## config.mk

```make
export PLATFORM = sky130hd
export DESIGN_NAME = uwtb_top
export DESIGN_NICKNAME = d
export VERILOG_FILES = /design/src/uwtb_top.v /design/src/uwtb_sync.v /design/src/uwtb_tx.v
export VERILOG_INCLUDE_DIRS = /design/src
export SDC_FILE = /design/constraint.sdc
export NUM_CORES = 1
export LEC_CHECK = 0
export ABC_AREA = 1
export BUFFER_PORTS_ARGS = -buffer_cell sky130_fd_sc_hd__buf_2
export CAP_MARGIN = 10
export CORE_ASPECT_RATIO = 0.75
export CORE_MARGIN = 4
export CORE_UTILIZATION = 62
export DETAILED_ROUTE_END_ITERATION = 12
export HOLD_SLACK_MARGIN = 0.03
export PLACE_DENSITY = 0.94
export SYNTH_ARGS = -nofsm -noshare
export SYNTH_HDL_FRONTEND = slang
export SYNTH_SLANG_ARGS = --single-unit
```

## constraint.sdc

```tcl
create_clock -name MCLK -period 4.6 [get_ports MCLK]
set_input_delay 0.23 -clock MCLK [delete_from_list [all_inputs] [get_ports MCLK]]
set_output_delay 0.23 -clock MCLK [all_outputs]
set_load 0.01 [all_outputs]
```

## src/uwtb_regs.vh

```
`ifndef UWTB_REGS_VH
`define UWTB_REGS_VH
// Byte offsets on the register bus
`define UWTB_OFS_CTRL 5'h00
`define UWTB_OFS_DATA 5'h04
`define UWTB_OFS_TMR 5'h08
`define UWTB_OFS_STS 5'h0C
`define UWTB_OFS_CLR 5'h10
`define UWTB_OFS_IEN 5'h14
`define UWTB_OFS_LOW 5'h18
// serial_port_control fields
`define UWTB_CTRL_MODE9 0
`define UWTB_CTRL_RXEN 1
`define UWTB_CTRL_MCE 2
`define UWTB_CTRL_TXB9 3
`define UWTB_CTRL_RXB9 4
`define UWTB_CTRL_BUSY 5
// Timer register fields
`define UWTB_TMR_SEL_LO 8
`define UWTB_TMR_RUN 11
// Status, clear and enable layout
`define UWTB_IRQ_TXD 0
`define UWTB_IRQ_RXD 1
// Timer clock source codes
`define UWTB_SRC_SYS 3'h0
`define UWTB_SRC_DIV4 3'h1
`define UWTB_SRC_DIV12 3'h2
`define UWTB_SRC_DIV48 3'h3
`define UWTB_SRC_OSC8 3'h4
`define UWTB_SRC_PIN 3'h5
// Prescaler and baud timer terminal counts
`define UWTB_DIV4_TOP 2'h3
`define UWTB_DIV12_TOP 4'hB
`define UWTB_DIV48_TOP 2'h3
`define UWTB_OSC8_TOP 3'h7
`define UWTB_CNT_TOP 8'hFF
// Frame lengths in bit periods and receive bit indices
`define UWTB_BITS_8 4'hA
`define UWTB_BITS_9 4'hB
`define UWTB_RX_LAST_DATA 4'h8
`define UWTB_RX_NINTH 4'h9
// Reset values
`define UWTB_RST_BYTE 8'h00
`define UWTB_RST_WORD 32'h00000000
`endif

```

## src/uwtb_top.v

```verilog
// Chosen here: the Wishbone slave port and the register offsets.
`timescale 1ns/100ps
`include "uwtb_regs.vh"
// Overview of operation
// - Full-duplex serial port, 8-bit mode and 9-bit mode only.
// - Received byte is buffered while the next one shifts in.
// - Writing the data location loads the transmitter and starts sending.
// - Reading the data location returns the receive buffer only.
// - Start of the stop bit sets tx_done_flag, interrupting when enabled.
// - Received byte sets rx_done_flag, interrupting when enabled.
// - Both flags stay set until software clears them.
// - Bit rate comes from an 8-bit auto-reload timer.
// - Transmit uses the timer low counter; receive a private copy.
// - Both timer overflow streams are halved to give bit rates.
// - Receive copy counts with the timer and shares the reload byte.
// - A start condition forces a reload of the receive copy.
// - Timer clock: system, /4, /12, /48, oscillator /8, or pin.
// - 8-bit frame: start, eight data LSB first, stop into ninth flag.
// - 9-bit frame: start, eight data, ninth bit, stop ignored.
// - tx_done_flag rises at the start of the stop bit.
module uwtb_top (
  input wire MCLK, // System clock
  input wire RST, // Synchronous reset, active high
  input wire CE, // Clock enable, freezes all state when low
  input wire WB_CYC_I, // Bus cycle
  input wire WB_STB_I, // Bus strobe
  input wire WB_WE_I, // Write enable
  input wire [4:0] WB_ADR_I, // Byte address
  input wire [3:0] WB_SEL_I, // Byte lanes
  input wire [31:0] WB_DAT_I, // Write data
  output reg [31:0] WB_DAT_O, // Read data
  output reg WB_ACK_O, // Acknowledge
  input wire RXD, // Serial input pin
  input wire T1_PIN, // timer1_external_input pin
  input wire EXT_OSC, // External oscillator clock
  output wire TXD, // Serial output pin
  output reg IRQ // Level interrupt
);
  localparam RX_IDLE = 1'b0;
  localparam RX_RECV = 1'b1;

  function hit;
    input [4:0] adr;
    input [4:0] ofs;
    begin
      hit = (adr[4:2] == ofs[4:2]);
    end
  endfunction

  // Control and configuration
  reg mode9_q;
  reg rxen_q;
  reg mce_q;
  reg txb9_q;
  reg [7:0] reload_q;
  reg [2:0] src_q;
  reg run_q;
  reg [7:0] low_q;
  reg [1:0] ien_q;
  reg [1:0] sts_q;
  reg [1:0] sts_d;
  // Prescalers
  reg [1:0] c4_q;
  reg [3:0] c12_q;
  reg [1:0] c48_q;
  reg [2:0] c8_q;
  reg osc_d_q;
  reg pin_d_q;
  reg tick;
  // Baud generation
  reg [7:0] rxt_q;
  reg txh_q;
  reg rxh_q;
  // Receiver
  reg rx_st_q;
  reg [3:0] rbit_q;
  reg [7:0] rsh_q;
  reg r9_q;
  reg [7:0] rbuf_q;
  reg rb9_q;
  reg rx_d_q;
  reg [31:0] rdata;

  wire [2:0] pins_s;
  wire rx_s = pins_s[0];
  wire pin_s = pins_s[1];
  wire osc_s = pins_s[2];
  wire tx_busy;
  wire tx_done;
  wire rx_load;

  wire acc = WB_CYC_I & WB_STB_I;
  // Writes take effect on the edge that the master sees ack
  wire wr = acc & WB_WE_I & WB_ACK_O;
  wire wr_ctrl = wr & hit(WB_ADR_I, `UWTB_OFS_CTRL) & WB_SEL_I[0];
  wire wr_data = wr & hit(WB_ADR_I, `UWTB_OFS_DATA) & WB_SEL_I[0];
  wire wr_tmr0 = wr & hit(WB_ADR_I, `UWTB_OFS_TMR) & WB_SEL_I[0];
  wire wr_tmr1 = wr & hit(WB_ADR_I, `UWTB_OFS_TMR) & WB_SEL_I[1];
  wire wr_clr = wr & hit(WB_ADR_I, `UWTB_OFS_CLR) & WB_SEL_I[0];
  wire wr_ien = wr & hit(WB_ADR_I, `UWTB_OFS_IEN) & WB_SEL_I[0];
  wire wr_low = wr & hit(WB_ADR_I, `UWTB_OFS_LOW) & WB_SEL_I[0];

  uwtb_sync #(
    .W(3)
  ) u_sync (
    .clk(MCLK),
    .rst(RST),
    .ce(CE),
    .din({EXT_OSC, T1_PIN, RXD}),
    .dout(pins_s)
  );

  // ---------------- Register file ----------------
  always @(posedge MCLK) begin
    if (RST) begin
      mode9_q <= 1'b0;
      rxen_q <= 1'b0;
      mce_q <= 1'b0;
      txb9_q <= 1'b0;
      reload_q <= `UWTB_RST_BYTE;
      src_q <= `UWTB_SRC_SYS;
      run_q <= 1'b0;
      ien_q <= 2'h0;
    end else if (CE) begin
      if (wr_ctrl) begin
        mode9_q <= WB_DAT_I[`UWTB_CTRL_MODE9];
        rxen_q <= WB_DAT_I[`UWTB_CTRL_RXEN];
        mce_q <= WB_DAT_I[`UWTB_CTRL_MCE];
        txb9_q <= WB_DAT_I[`UWTB_CTRL_TXB9];
      end
      if (wr_tmr0) begin
        reload_q <= WB_DAT_I[7:0];
      end
      if (wr_tmr1) begin
        src_q <= WB_DAT_I[`UWTB_TMR_SEL_LO+2:`UWTB_TMR_SEL_LO];
        run_q <= WB_DAT_I[`UWTB_TMR_RUN];
      end
      if (wr_ien) begin
        ien_q <= WB_DAT_I[1:0];
      end
    end
  end

  // Sticky flags; a set in the same cycle as a clear wins
  always @* begin
    sts_d = sts_q & ~(wr_clr ? WB_DAT_I[1:0] : 2'h0);
    sts_d[`UWTB_IRQ_TXD] = sts_d[`UWTB_IRQ_TXD] | tx_done;
    sts_d[`UWTB_IRQ_RXD] = sts_d[`UWTB_IRQ_RXD] | rx_load;
  end

  always @(posedge MCLK) begin
    if (RST) begin
      sts_q <= 2'h0;
      IRQ <= 1'b0;
    end else if (CE) begin
      sts_q <= sts_d;
      IRQ <= |(sts_q & ien_q);
    end
  end

  // ---------------- Bus slave ----------------
  always @* begin
    rdata = `UWTB_RST_WORD;
    if (hit(WB_ADR_I, `UWTB_OFS_CTRL)) begin
      rdata[`UWTB_CTRL_MODE9] = mode9_q;
      rdata[`UWTB_CTRL_RXEN] = rxen_q;
      rdata[`UWTB_CTRL_MCE] = mce_q;
      rdata[`UWTB_CTRL_TXB9] = txb9_q;
      rdata[`UWTB_CTRL_RXB9] = rb9_q;
      rdata[`UWTB_CTRL_BUSY] = tx_busy;
    end else if (hit(WB_ADR_I, `UWTB_OFS_DATA)) begin
      rdata[7:0] = rbuf_q;
    end else if (hit(WB_ADR_I, `UWTB_OFS_TMR)) begin
      rdata[7:0] = reload_q;
      rdata[`UWTB_TMR_SEL_LO+2:`UWTB_TMR_SEL_LO] = src_q;
      rdata[`UWTB_TMR_RUN] = run_q;
    end else if (hit(WB_ADR_I, `UWTB_OFS_STS)) begin
      rdata[1:0] = sts_q;
    end else if (hit(WB_ADR_I, `UWTB_OFS_IEN)) begin
      rdata[1:0] = ien_q;
    end else if (hit(WB_ADR_I, `UWTB_OFS_LOW)) begin
      rdata[7:0] = low_q;
    end
  end

  // Unmapped addresses are acked and read as zero
  always @(posedge MCLK) begin
    if (RST) begin
      WB_ACK_O <= 1'b0;
      WB_DAT_O <= `UWTB_RST_WORD;
    end else if (CE) begin
      WB_ACK_O <= acc & ~WB_ACK_O;
      if (acc & ~WB_ACK_O & ~WB_WE_I) begin
        WB_DAT_O <= rdata;
      end
    end
  end

  // ---------------- Timer clock sources ----------------
  always @(posedge MCLK) begin
    if (RST) begin
      c4_q <= 2'h0;
      c12_q <= 4'h0;
      c48_q <= 2'h0;
      c8_q <= 3'h0;
      osc_d_q <= 1'b1;
      pin_d_q <= 1'b1;
    end else if (CE) begin
      osc_d_q <= osc_s;
      pin_d_q <= pin_s;
      c4_q <= c4_q + 2'h1;
      if (c12_q == `UWTB_DIV12_TOP) begin
        c12_q <= 4'h0;
        c48_q <= c48_q + 2'h1;
      end else begin
        c12_q <= c12_q + 4'h1;
      end
      if (osc_s & ~osc_d_q) begin
        c8_q <= c8_q + 3'h1;
      end
    end
  end

  // The oscillator and pin are sampled, so each must run below half of MCLK
  always @* begin
    case (src_q)
      `UWTB_SRC_SYS: tick = 1'b1;
      `UWTB_SRC_DIV4: tick = (c4_q == `UWTB_DIV4_TOP);
      `UWTB_SRC_DIV12: tick = (c12_q == `UWTB_DIV12_TOP);
      `UWTB_SRC_DIV48: tick = (c12_q == `UWTB_DIV12_TOP) & (c48_q == `UWTB_DIV48_TOP);
      `UWTB_SRC_OSC8: tick = osc_s & ~osc_d_q & (c8_q == `UWTB_OSC8_TOP);
      `UWTB_SRC_PIN: tick = ~pin_s & pin_d_q;
      default: tick = 1'b0;
    endcase
  end

  wire tick_en = run_q & tick;

  // ---------------- Baud timers ----------------
  wire start_det = (rx_st_q == RX_IDLE) & rxen_q & rx_d_q & ~rx_s;
  wire tovf = tick_en & (low_q == `UWTB_CNT_TOP);
  wire rovf = tick_en & (rxt_q == `UWTB_CNT_TOP);
  wire tx_baud = tovf & txh_q;
  // First receive overflow after the forced reload lands mid start bit
  wire rx_baud = rovf & ~rxh_q;

  always @(posedge MCLK) begin
    if (RST) begin
      low_q <= `UWTB_RST_BYTE;
      txh_q <= 1'b0;
    end else if (CE) begin
      if (wr_low) begin
        low_q <= WB_DAT_I[7:0];
      end else if (tovf) begin
        low_q <= reload_q;
      end else if (tick_en) begin
        low_q <= low_q + 8'h01;
      end
      if (tovf) begin
        txh_q <= ~txh_q;
      end
    end
  end

  // Private copy, invisible to software
  always @(posedge MCLK) begin
    if (RST) begin
      rxt_q <= `UWTB_RST_BYTE;
      rxh_q <= 1'b0;
    end else if (CE) begin
      if (start_det) begin
        rxt_q <= reload_q;
        rxh_q <= 1'b0;
      end else if (rovf) begin
        rxt_q <= reload_q;
        rxh_q <= ~rxh_q;
      end else if (tick_en) begin
        rxt_q <= rxt_q + 8'h01;
      end
    end
  end

  // ---------------- Transmitter ----------------
  uwtb_tx u_tx (
    .clk(MCLK),
    .rst(RST),
    .ce(CE),
    .baud(tx_baud),
    .start(wr_data),
    .data(WB_DAT_I[7:0]),
    .ninth(txb9_q),
    .mode9(mode9_q),
    .txd_q(TXD),
    .done(tx_done),
    .busy_q(tx_busy)
  );

  // ---------------- Receiver ----------------
  wire stop_ph = (rbit_q == (mode9_q ? `UWTB_BITS_9 : `UWTB_BITS_8) - 4'h1);
  wire last_bit = mode9_q ? r9_q : rx_s;
  assign rx_load = (rx_st_q == RX_RECV) & rx_baud & stop_ph
    & ~sts_q[`UWTB_IRQ_RXD] & (~mce_q | last_bit);

  always @(posedge MCLK) begin
    if (RST) begin
      rx_d_q <= 1'b1;
      rx_st_q <= RX_IDLE;
      rbit_q <= 4'h0;
      rsh_q <= `UWTB_RST_BYTE;
      r9_q <= 1'b0;
    end else if (CE) begin
      rx_d_q <= rx_s;
      case (rx_st_q)
        RX_IDLE: begin
          if (start_det) begin
            rx_st_q <= RX_RECV;
            rbit_q <= 4'h0;
          end
        end
        RX_RECV: begin
          if (rx_baud) begin
            if (rbit_q == 4'h0) begin
              // A glitch that is high again mid start bit is dropped
              if (rx_s) begin
                rx_st_q <= RX_IDLE;
              end
              rbit_q <= 4'h1;
            end else if (stop_ph) begin
              rx_st_q <= RX_IDLE;
            end else if (rbit_q <= `UWTB_RX_LAST_DATA) begin
              rsh_q <= {rx_s, rsh_q[7:1]};
              rbit_q <= rbit_q + 4'h1;
            end else begin
              r9_q <= rx_s;
              rbit_q <= rbit_q + 4'h1;
            end
          end
        end
        default: rx_st_q <= RX_IDLE;
      endcase
    end
  end

  // Holding register separate from the shifter lets a new byte arrive
  always @(posedge MCLK) begin
    if (RST) begin
      rbuf_q <= `UWTB_RST_BYTE;
      rb9_q <= 1'b0;
    end else if (CE) begin
      if (rx_load) begin
        rbuf_q <= rsh_q;
        rb9_q <= last_bit;
      end
    end
  end
endmodule // uwtb_top

```

## src/uwtb_sync.v

```verilog
`timescale 1ns/100ps
module uwtb_sync #(
  parameter W = 3
) (
  input wire clk, // System clock
  input wire rst, // Synchronous reset
  input wire ce, // Clock enable
  input wire [W-1:0] din, // Asynchronous pin levels
  output wire [W-1:0] dout // Synchronised levels
);
  genvar i;
  generate
    for (i = 0; i < W; i = i + 1) begin : g_bit
      reg s1_q;
      reg s2_q;
      // Pins idle high, so reset to one to avoid a false edge
      always @(posedge clk) begin
        if (rst) begin
          s1_q <= 1'b1;
          s2_q <= 1'b1;
        end else if (ce) begin
          s1_q <= din[i];
          s2_q <= s1_q;
        end
      end
      assign dout[i] = s2_q;
    end
  endgenerate
endmodule // uwtb_sync

```

## src/uwtb_tx.v

```verilog
`timescale 1ns/100ps
`include "uwtb_regs.vh"
module uwtb_tx (
  input wire clk, // System clock
  input wire rst, // Synchronous reset
  input wire ce, // Clock enable
  input wire baud, // One pulse per bit period
  input wire start, // Load and start a character
  input wire [7:0] data, // Byte to send
  input wire ninth, // Ninth bit in 9-bit mode
  input wire mode9, // 9-bit framing
  output reg txd_q, // Serial output
  output wire done, // Pulse at start of stop bit
  output reg busy_q // Character in progress
);
  reg [10:0] sh_q;
  reg [3:0] cnt_q;
  wire [3:0] nbits = mode9 ? `UWTB_BITS_9 : `UWTB_BITS_8;
  wire [10:0] frame = mode9 ? {1'b1, ninth, data, 1'b0} : {2'b11, data, 1'b0};
  // Flag goes up as the stop bit starts, not when it ends
  assign done = busy_q & baud & (cnt_q == nbits - 4'h1);
  always @(posedge clk) begin
    if (rst) begin
      txd_q <= 1'b1;
      busy_q <= 1'b0;
      cnt_q <= 4'h0;
      sh_q <= {11{1'b1}};
    end else if (ce) begin
      if (start & ~busy_q) begin
        sh_q <= frame;
        busy_q <= 1'b1;
        cnt_q <= 4'h0;
      end else if (busy_q & baud) begin
        if (cnt_q == nbits) begin
          busy_q <= 1'b0;
        end else begin
          txd_q <= sh_q[0];
          sh_q <= {1'b1, sh_q[10:1]};
          cnt_q <= cnt_q + 4'h1;
        end
      end
    end
  end
endmodule // uwtb_tx

```

; ---- Word-level counts from Yosys, hierarchy flattened
; Cells that the tools add are included.
; W data, S select, Z words.
[word_totals]
regBits = 112
in_bits = 50
[op_classes]
reduce_logical = 27
n_addsub = 9
eq_ne = 24
magnitude_cmp = 1
muxes = 45
n_bitwise = 59
[op_table]
columns = cell, count
row1 = $mux W8, 9
row2 = $mux W4, 10
row3 = $and A1 B1 Y1, 37
row4 = $mux W11, 3
row5 = $mux W6, 4
row6 = $reduce_and A2 Y1, 12
row7 = $eq A3 B3 Y1 const B, 6
row8 = $add A8 B1 Y8 const B, 2
row9 = $eq A8 B8 Y1 const B, 2
row10 = $not A1 Y1, 16
row11 = $add A4 B1 Y4 const B, 3
row12 = $eq A3 B2 Y1 const B, 4
row13 = $eq A4 B4 Y1, 3
row14 = $mux W1, 12
row15 = $reduce_and A6 Y1, 2
row16 = $mux W10, 1
row17 = $pmux W4 S2, 1
row18 = $reduce_and A4 Y1, 2
row19 = $eq A3 B1 Y1 const B, 2
row20 = $logic_not A3 Y1, 2
row21 = $mux W2, 3
row22 = $pmux W1 S6, 1
row23 = $reduce_and A3 Y1, 2
row24 = $reduce_bool A2 Y1, 3
row25 = 16 further kinds, 23

; ---- Depth between registers and ports, before layout
; Gate-level depths: netlist of the first run.
[depth]
word_depth = 12
mapped_depth = 15

; ---- Hierarchy
; From an unflattened synthesis of the first run, not the netlist that was laid out.
[hier_totals]
cells_unflattened = 805
hier_area_um2 = 5617.9
[modules_own_cells]
columns = mod, area_each_um2, n_inst, cells_each
row1 = uwtb_top, 4554.4, 1, 653
row2 = uwtb_tx, 838.3, 1, 123
row3 = uwtb_sync, 225.2, 1, 29

; ---- Worst setup path before layout of the first run
; No wires, ideal clock.
[synth_timing]
kind = register -> register
startpoint = register c8_q[0]
endpoint = register low_q[3]
arrival_time_ns = 1.599
path_slack_ns = 2.881
stages_incl_launch_ff = 13
path_cell_list = dfxtp_1 -> ha_1 -> ha_1 -> nand3_1 -> nand2_1 -> nand3_1 -> nand2_1 -> nand2_2 -> inv_2 -> o21ai_4 -> inv_2 -> o21ai_0 -> a21oi_1
[synth_between]
elab_chain_cells = 7
word_cells_on_any_way = 9
classes_between = 1 x eq/ne / 3 x mux / 3 x bitwise / 2 x reduce/logical
[synth_rtl]
columns = item, line
row1 = "start, declared", uwtb_top.v:66  ; reg [2:0] c8_q;
row2 = "start signal, assigned", uwtb_top.v:219  ; c8_q <= c8_q + 3'h1;
row3 = $eq A3 B3 Y1 (no source line) (*), n/a
row4 = $and A1 B1 Y1 (*), uwtb_top.v:231  ; `UWTB_SRC_OSC8: tick = osc_s & ~osc_d_q & (c8_q == `UWTB_OSC8_TOP);
row5 = $pmux W1 S6 (*), uwtb_top.v:226  ; case (src_q)
row6 = $and A1 B1 Y1 (*), uwtb_top.v:237  ; wire tick_en = run_q & tick;
row7 = $and A1 B1 Y1, uwtb_top.v:241  ; wire tovf = tick_en & (low_q == `UWTB_CNT_TOP);
row8 = $reduce_bool A3 Y1 (no source line) or $mux W8 (tied branches), n/a
row9 = $reduce_and A2 Y1 (no source line) or $mux W8 (tied branches), n/a
row10 = "end signal, assigned", uwtb_top.v:249  ; low_q <= `UWTB_RST_BYTE;
row11 = "end signal, assigned", uwtb_top.v:253  ; low_q <= WB_DAT_I[7:0];
row12 = "end signal, assigned", uwtb_top.v:255  ; low_q <= reload_q;
row13 = "end, declared", uwtb_top.v:58  ; reg [7:0] low_q;
; Every way passes the cells marked *; elsewhere a longest branch is shown, timed or not.
; A chain may end at the register's enable or synchronous reset.

; ---- Worst setup path in the final report of the first run
[layout_timing]
startpoint = register WB_ACK_O
endpoint = register u_tx.sh_q[1]
[layout_between]
elab_chain_cells = 6
word_cells_on_any_way = 8
classes_between = 1 x eq/ne / 1 x mux / 4 x bitwise / 2 x reduce/logical
[layout_rtl]
columns = item, line
row1 = "start, declared", uwtb_top.v:32  ; output reg WB_ACK_O,
row2 = "start signal, assigned", uwtb_top.v:192  ; WB_ACK_O <= acc & ~WB_ACK_O;
row3 = $and A1 B1 Y1 (*), uwtb_top.v:94  ; wire wr = acc & WB_WE_I & WB_ACK_O;
row4 = $and A1 B1 Y1 (*) (2 in series), uwtb_top.v:96  ; wire wr_data = wr & hit(WB_ADR_I, `UWTB_OFS_DATA) & WB_SEL_I[0];
row5 = $and A1 B1 Y1 (*), uwtb_tx.v:29  ; if (start & ~busy_q) begin
row6 = $ne A2 B1 Y1 (no source line) or $reduce_bool A2 Y1 (tied branches), n/a
row7 = $reduce_and A3 Y1 (no source line), n/a
row8 = "end signal, assigned", uwtb_tx.v:27  ; sh_q <= {11{1'b1}};
row9 = "end signal, assigned", uwtb_tx.v:30  ; sh_q <= frame;
row10 = "end signal, assigned", uwtb_tx.v:38  ; sh_q <= {1'b1, sh_q[10:1]};
row11 = "end, declared", uwtb_tx.v:16  ; reg [10:0] sh_q;
; Marks and branches as above.

==> run summary, run 1 <==
Outcome: complete, no violations
WP data required: 4800 ps
Dpl cell area: 0.00577 mm^2
Post-synthesis sequential area ratio: 39.5%
VDD IR max: 0.217 mV
WS Path Type: reg2reg
Share of layout cells above drive strength 1: 12.1%
Row count: 29
H-tree levels: 3
Clock tree buffer depth: 2
FILL cells: 679
Final setup viols: 0
Synth Register Bits: 111
Clock tree sinks: 111
Die Y-Extent: 90.5 um
Final GP Congestion: 0.916
ANT nets after route: 0
Sw Pwr: 0.000425 W
Initial DRC count: 710
Post-route cell area: 0.00606 mm^2
Mapped cell area: 0.00563 mm^2
Register share of total power: 52.7%
Setup_tns: 0 ps
Clock root buffer: clkbuf_16
Routed wire length: 14.3 mm
Most frequent cells in the layout: 123 x nand2_1, 111 x dfxtp_1, 92 x inv_1
Main area contributors after synthesis: dfxtp_1 39%, nand2_1 8.2%, a21oi_1 8.1%
Cell type with the largest total area after synthesis: dfxtp_1
HP Class: in2reg
Commonest non-fill, non-tap cell in the layout: nand2_1
Setup crit end: u_tx.sh_q[1]
DR pass1 iterations: 7
Switching share of power: 22.8%
Post-CTS setup buffers: 0
Unrepaired setup endpoints after global routing: false
Die W: 118 um
Power density over the cells: 307 mW/mm^2
Setup Skew: 6.50 ps
Clock power share: 41.8%
Setup crit start: WB_ACK_O
DR vias/cell: 5.85
Synth top area share: 39.5%
WL/cell: 15.6 um
Grt total ovfl: 0
Cts-stage hold buffer count: 0
Initial Utilization: 65.2%
Cells after synthesis: 780
WP data arrival: 2750 ps
Yosys Warn Count: 0
IO Port Bufs: 40
First-pass GRT wire length: 23.4 mm
Logic pwr share: 5.4%
Slowest stage delay, CP: 550 ps
CP delay by family, top: simple AND/OR/NAND/NOR gates
Clk_lat worst skew: 350 ps
Endpoint class of the critical path: flip-flop
Clk pin slew, worst setup/hold paths: 70 ps
WP buf/inv: 1
Worst Setup Start Kind: flip-flop
FF-to-FF setup slack: 2050 ps
Leakage: 2.53 nW
DRC violations left: 0
Vias: 5368
Hold Violations, Final: 0
Slowest CP cell: nand4_1
Vias in the first global route: 4904
# IOs: 85
Reg2reg end: u_tx.sh_q[1]
Min-delay src: RXD
Int Pwr: 0.00144 W
Tot GR Track Use: 26.6%
Antenna violations before repair: 0
Syn avg cell area: 7.22 um^2
Max-cap viol count: 0
Largest net degree at the start of global routing: 87
DP HPWL: 10.1 mm
Netlist cell types: 41
Fmax: 392 MHz
Crit path time final: 2550 ps
Most Frequent Cell on Critical Path: nand2_1
Max Slew Vio Count: 0
Core area: 0.00864 mm^2
Worst-margin pin slew: 782 ps
WP depth: 7
Die footprint: 0.0107 mm^2
Layout Nets: 865
Max_slew headroom: 47.9%
Reg2Reg Depth: 7
TritonCTS clock tree: built
Area Overhead vs Synth: 7.64%
Reg-to-Reg Start: WB_ACK_O
Ant. Diodes: 0
Post-CTS Resized: 0
Crit-path cells: nand4_2, inv_2, nand4_4, nand2_1, nand4_1, nand2_1, nand3_1
Tcrit/Tclk final: 55.5%
Total CTS buffers: 9
Worst-path fanout max: 16
## worst min path at each step
stage          slack (ps)                   end  depth (start not counted)
3_3_place_gp          440            u_tx.txd_q                          2
3_5_place_dp          440            u_tx.txd_q                          2
4_1_cts               100  u_sync.g_bit[0].s1_q                          3
5_1_grt               130  u_sync.g_bit[2].s1_q                          3
6_report              100  u_sync.g_bit[0].s1_q                          3
2_1_floorplan         360  u_sync.g_bit[0].s1_q                          2
## flip-flops by register name, indices dropped and copies added, names as in the netlist, 3 cells and up
name	flops
rsh_q	8
u_tx.sh_q	10
u_tx.cnt_q	4
c8_q	3
rxt_q	8
low_q	8
src_q	3
c12_q	4
rbuf_q	8
u_sync.g_bit.s1_q	3
u_sync.g_bit.s2_q	3
rbit_q	4
WB_DAT_O	12
reload_q	8
## worst min-delay path: stages
cell     delay [ps]
buf_2            80
nand2_1          40
nand3_1          70
## stage by stage
step / total power [W] / cells / hold WS, ps / utilization, % / setup slack (ps)
after floorplan: 0.00108 / 799 / 356 / - / 2880
after global placement: 0.00110 / 902 / 436 / 66.8 / 2270
after detailed placement: 0.00110 / 902 / 440 / 66.8 / 2130
after CTS: 0.00186 / 918 / 101 / 70.2 / 2080
after global routing: 0.00193 / 918 / 129 / 70.2 / 1880
final: 0.00186 / 918 / 97.1 / 70.2 / 2050
## power groups by stage
| stage | sequential (W) | clock (W) | combinational [W] |
|---|---|---|---|
| after floorplan | 0.00100 | 0 | 0.0000754 |
| after global routing | 0.000983 | 0.000831 | 0.000112 |
| after global placement | 0.00100 | 0 | 0.0000947 |
| final | 0.000982 | 0.000779 | 0.000101 |
| after detailed placement | 0.00100 | 0 | 0.0000984 |
| after CTS | 0.000982 | 0.000782 | 0.0000993 |
## logic make-up after synthesis
logic type	Yosys count	synth area share, %
AOI/OAI and AO/OA	205	19.3
xor gates and xnor gates	15	2.33
adders and majority gates	10	2.22
buffers and inverters	153	12.2
DFF	111	39.5
other	1	0.0666
and+or+nand+nor	285	24.4
## synthesized netlist by cell type (all sizes together)
master,count
nand2,128
dfxtp,111
inv,105
a21oi,91
o21ai,90
nor2,66
nand3,58
buf,32
clkbuf,15
nor3,15
nand4,14
ha,10
xor2,10
o22ai,9
o211ai,7
xnor2,5
nor4,3
a211oi,2
o21bai,2
o221ai,2
a31oi,1
clkinv,1
conb,1
nand3b,1
o31ai,1
## routing by layer
metal	track usage (%)	up-vias	routed length (um)
met5	0	-	0
met4	8.59	0	269
met3	7.14	33	1630
met2	41.5	312	6430
met1	35.8	2436	5960
li1	-	2587	-
## layout make-up
class / count / area (um^2) / share of cell area (%)
clock inverters: 3 / 42.5 / 0.702
well taps: 108 / 135 / 2.23
inverters: 106 / 398 / 6.56
clock buffers: 13 / 250 / 4.13
repair buffers: 42 / 215 / 3.55
multi-input cells: 535 / 2800 / 46.2
flip-flops and latches: 111 / 2220 / 36.7
Power figures use the tool's default switching activity.
==> run 2, diff against run 1 <==
--- a/config.mk
+++ b/config.mk
@@ -11,10 +11,10 @@
 export CAP_MARGIN = 10
 export CORE_ASPECT_RATIO = 0.75
 export CORE_MARGIN = 4
-export CORE_UTILIZATION = 62
+export CORE_UTILIZATION = 52
 export DETAILED_ROUTE_END_ITERATION = 12
 export HOLD_SLACK_MARGIN = 0.03
-export PLACE_DENSITY = 0.94
+export PLACE_DENSITY = 0.85
 export SYNTH_ARGS = -nofsm -noshare
 export SYNTH_HDL_FRONTEND = slang
 export SYNTH_SLANG_ARGS = --single-unit
==> constraint.sdc (replaced) <==
create_clock -name MCLK -period 2.3 [get_ports MCLK]
set_input_delay 0.115 -clock MCLK [delete_from_list [all_inputs] [get_ports MCLK]]
set_output_delay 0.115 -clock MCLK [all_outputs]
set_load 0.01 [all_outputs]
==> run 2 against run 1 <==
Compared with the run above: flip-flop and latch count stayed put; wire length is 2.2% lower; hold slack worse by 28 ps; first-iteration DRC count is 17% lower; largest cell class unchanged; largest power group unchanged; highest routed layer unchanged.
==> run summary, run 2 (synthesized netlist as in run 1, its figures left out) <==
Routed wire length: 14.0 mm
Die footprint: 0.0126 mm^2
Initial Utilization: 54.1%
First-pass GRT wire length: 23.0 mm
CP delay by family, top: simple AND/OR/NAND/NOR gates
Die Y-Extent: 98.1 um
Max_slew headroom: 62.6%
Ant. Diodes: 0
Met2 Usage GRT: 31.9%
Tot GR Track Use: 22.6%
Endpoint class of the critical path: flip-flop
FILL cells: 946
Unrepaired setup endpoints after global routing: false
Tcrit/Tclk final: 91.3%
Core area: 0.0104 mm^2
Row count: 32
Total CTS buffers: 9
Leakage: 2.60 nW
Most frequent cells in the layout: 123 x nand2_1, 111 x dfxtp_1, 92 x inv_1
ANT nets after route: 0
Fmax: 476 MHz
Final GP Congestion: 0.873
Busiest grt layer: met1
Max Slew Vio Count: 0
Die W: 128 um
Flip-flop count of the largest register after layout: 12
# IOs: 85
Area Overhead vs Synth: 10.4%
Clock root buffer: clkbuf_16
Top reg by flops: WB_DAT_O
H-tree levels: 3
Largest net degree at the start of global routing: 48
Top flop regs: WB_DAT_O x12, u_tx.sh_q x10
Power density over the cells: 600 mW/mm^2
Setup_tns: 0 ps
WP data required: 2510 ps
Worst Setup Start Kind: flip-flop
Post-CTS Resized: 0
Antenna violations before repair: 0
WS Path Type: reg2reg
Setup slack after layout: 200 ps
Clock tree sinks: 111
Clk_lat worst skew: 350 ps
M1 GR Usage: 34.3%
Final setup viols: 0
Vias: 5239
Worst-path fanout max: 14
Layout Nets: 879
Hold Violations, Final: 0
Initial DRC count: 592
WP buf/inv: 2
DR vias/cell: 5.46
WP data arrival: 2310 ps
Grt total ovfl: 0
Outcome: complete, no violations
TritonCTS clock tree: built
DR pass1 iterations: 5
Worst-margin pin slew: 561 ps
Clk pin slew, worst setup/hold paths: 70 ps
Setup Skew: 6.12 ps
Crit-path cells: ha_1, ha_1, nand3_1, nand2_1, nand3_1, nand2_1, nand2_2, inv_2, nand2_1, nand2_2, inv_1, o21ai_0, a21oi_1
VDD IR max: 0.565 mV
Max-cap viol count: 0
IO Port Bufs: 40
Crit path time final: 2100 ps
Most Frequent Cell on Critical Path: nand2_1
Vias in the first global route: 4661
WL/cell: 14.6 um
Slowest stage delay, CP: 340 ps
DRC violations left: 0
HP Class: in2reg
Commonest non-fill, non-tap cell in the layout: nand2_1
Clock tree buffer depth: 2
Place WS: 209 ps
Share of layout cells above drive strength 1: 13.2%
M3 GR Usage: 5.30%
DP HPWL: 10.2 mm
Slowest CP cell: dfxtp_1
## run 2: path summary, 6_finish.rpt
kind / startpoint / endpoint / slack [ps] / cells after the start
min: WB_DAT_I[9] / src_q[1] / 70 / 3
min reg2reg: rb9_q / rb9_q / 450 / 2
max: c8_q[0] / rxh_q / 200 / 13
max reg2reg: c8_q[0] / rxh_q / 200 / 13
## run 2: power by group
part	switching [W]	leakage, nW	total [W]	internal (W)
clock	0.000702	0.134	0.00155	0.000848
sequential	0.0000167	0.899	0.00196	0.00195
combinational	0.000151	1.57	0.000216	0.0000652
total	0.000870	2.60	0.00373	0.00286
## run 2: final cells by class
type / count / area, um^2 / area share [%]
multi-input cells: 535 / 2800 / 45.0
flip-flops and latches: 111 / 2220 / 35.7
inverters: 106 / 398 / 6.40
repair buffers: 56 / 340 / 5.47
clock buffers: 11 / 233 / 3.74
well taps: 136 / 170 / 2.74
clock inverters: 4 / 56.3 / 0.906
## run 2: timing repair
item,4_1_cts,5_1_grt
hold buffers,3,0
setup buffers,0,0
endpoints found under the hold margin,3,0
## run 2: worst register-to-register path: stages, from the launching register on
cell,delay (ps)
dfxtp_1,340
ha_1,150
ha_1,130
nand3_1,80
nand2_1,60
nand3_1,60
nand2_1,210
nand2_2,120
inv_2,100
nand2_1,70
nand2_2,210
inv_1,140
o21ai_0,190
a21oi_1,100
## run 2: routing by layer
layer	wire length, um	share of wire (%)
met3	1220	8.7
met2	5930	42
met4	197	1.4
met1	6640	47
met5	0	0
## run 2: through the flow
step	hold WS [ps]	instance area, um^2	power, W	utilization (%)	std cells
final	69.1	6220	0.00373	59.7	959
after global routing	84.4	6220	0.00385	59.7	959
after CTS	58.3	6220	0.00376	59.7	959
after detailed placement	340	5900	0.00221	56.7	941
after global placement	329	5900	0.00221	56.7	941
after floorplan	241	5700	0.00216	-	799
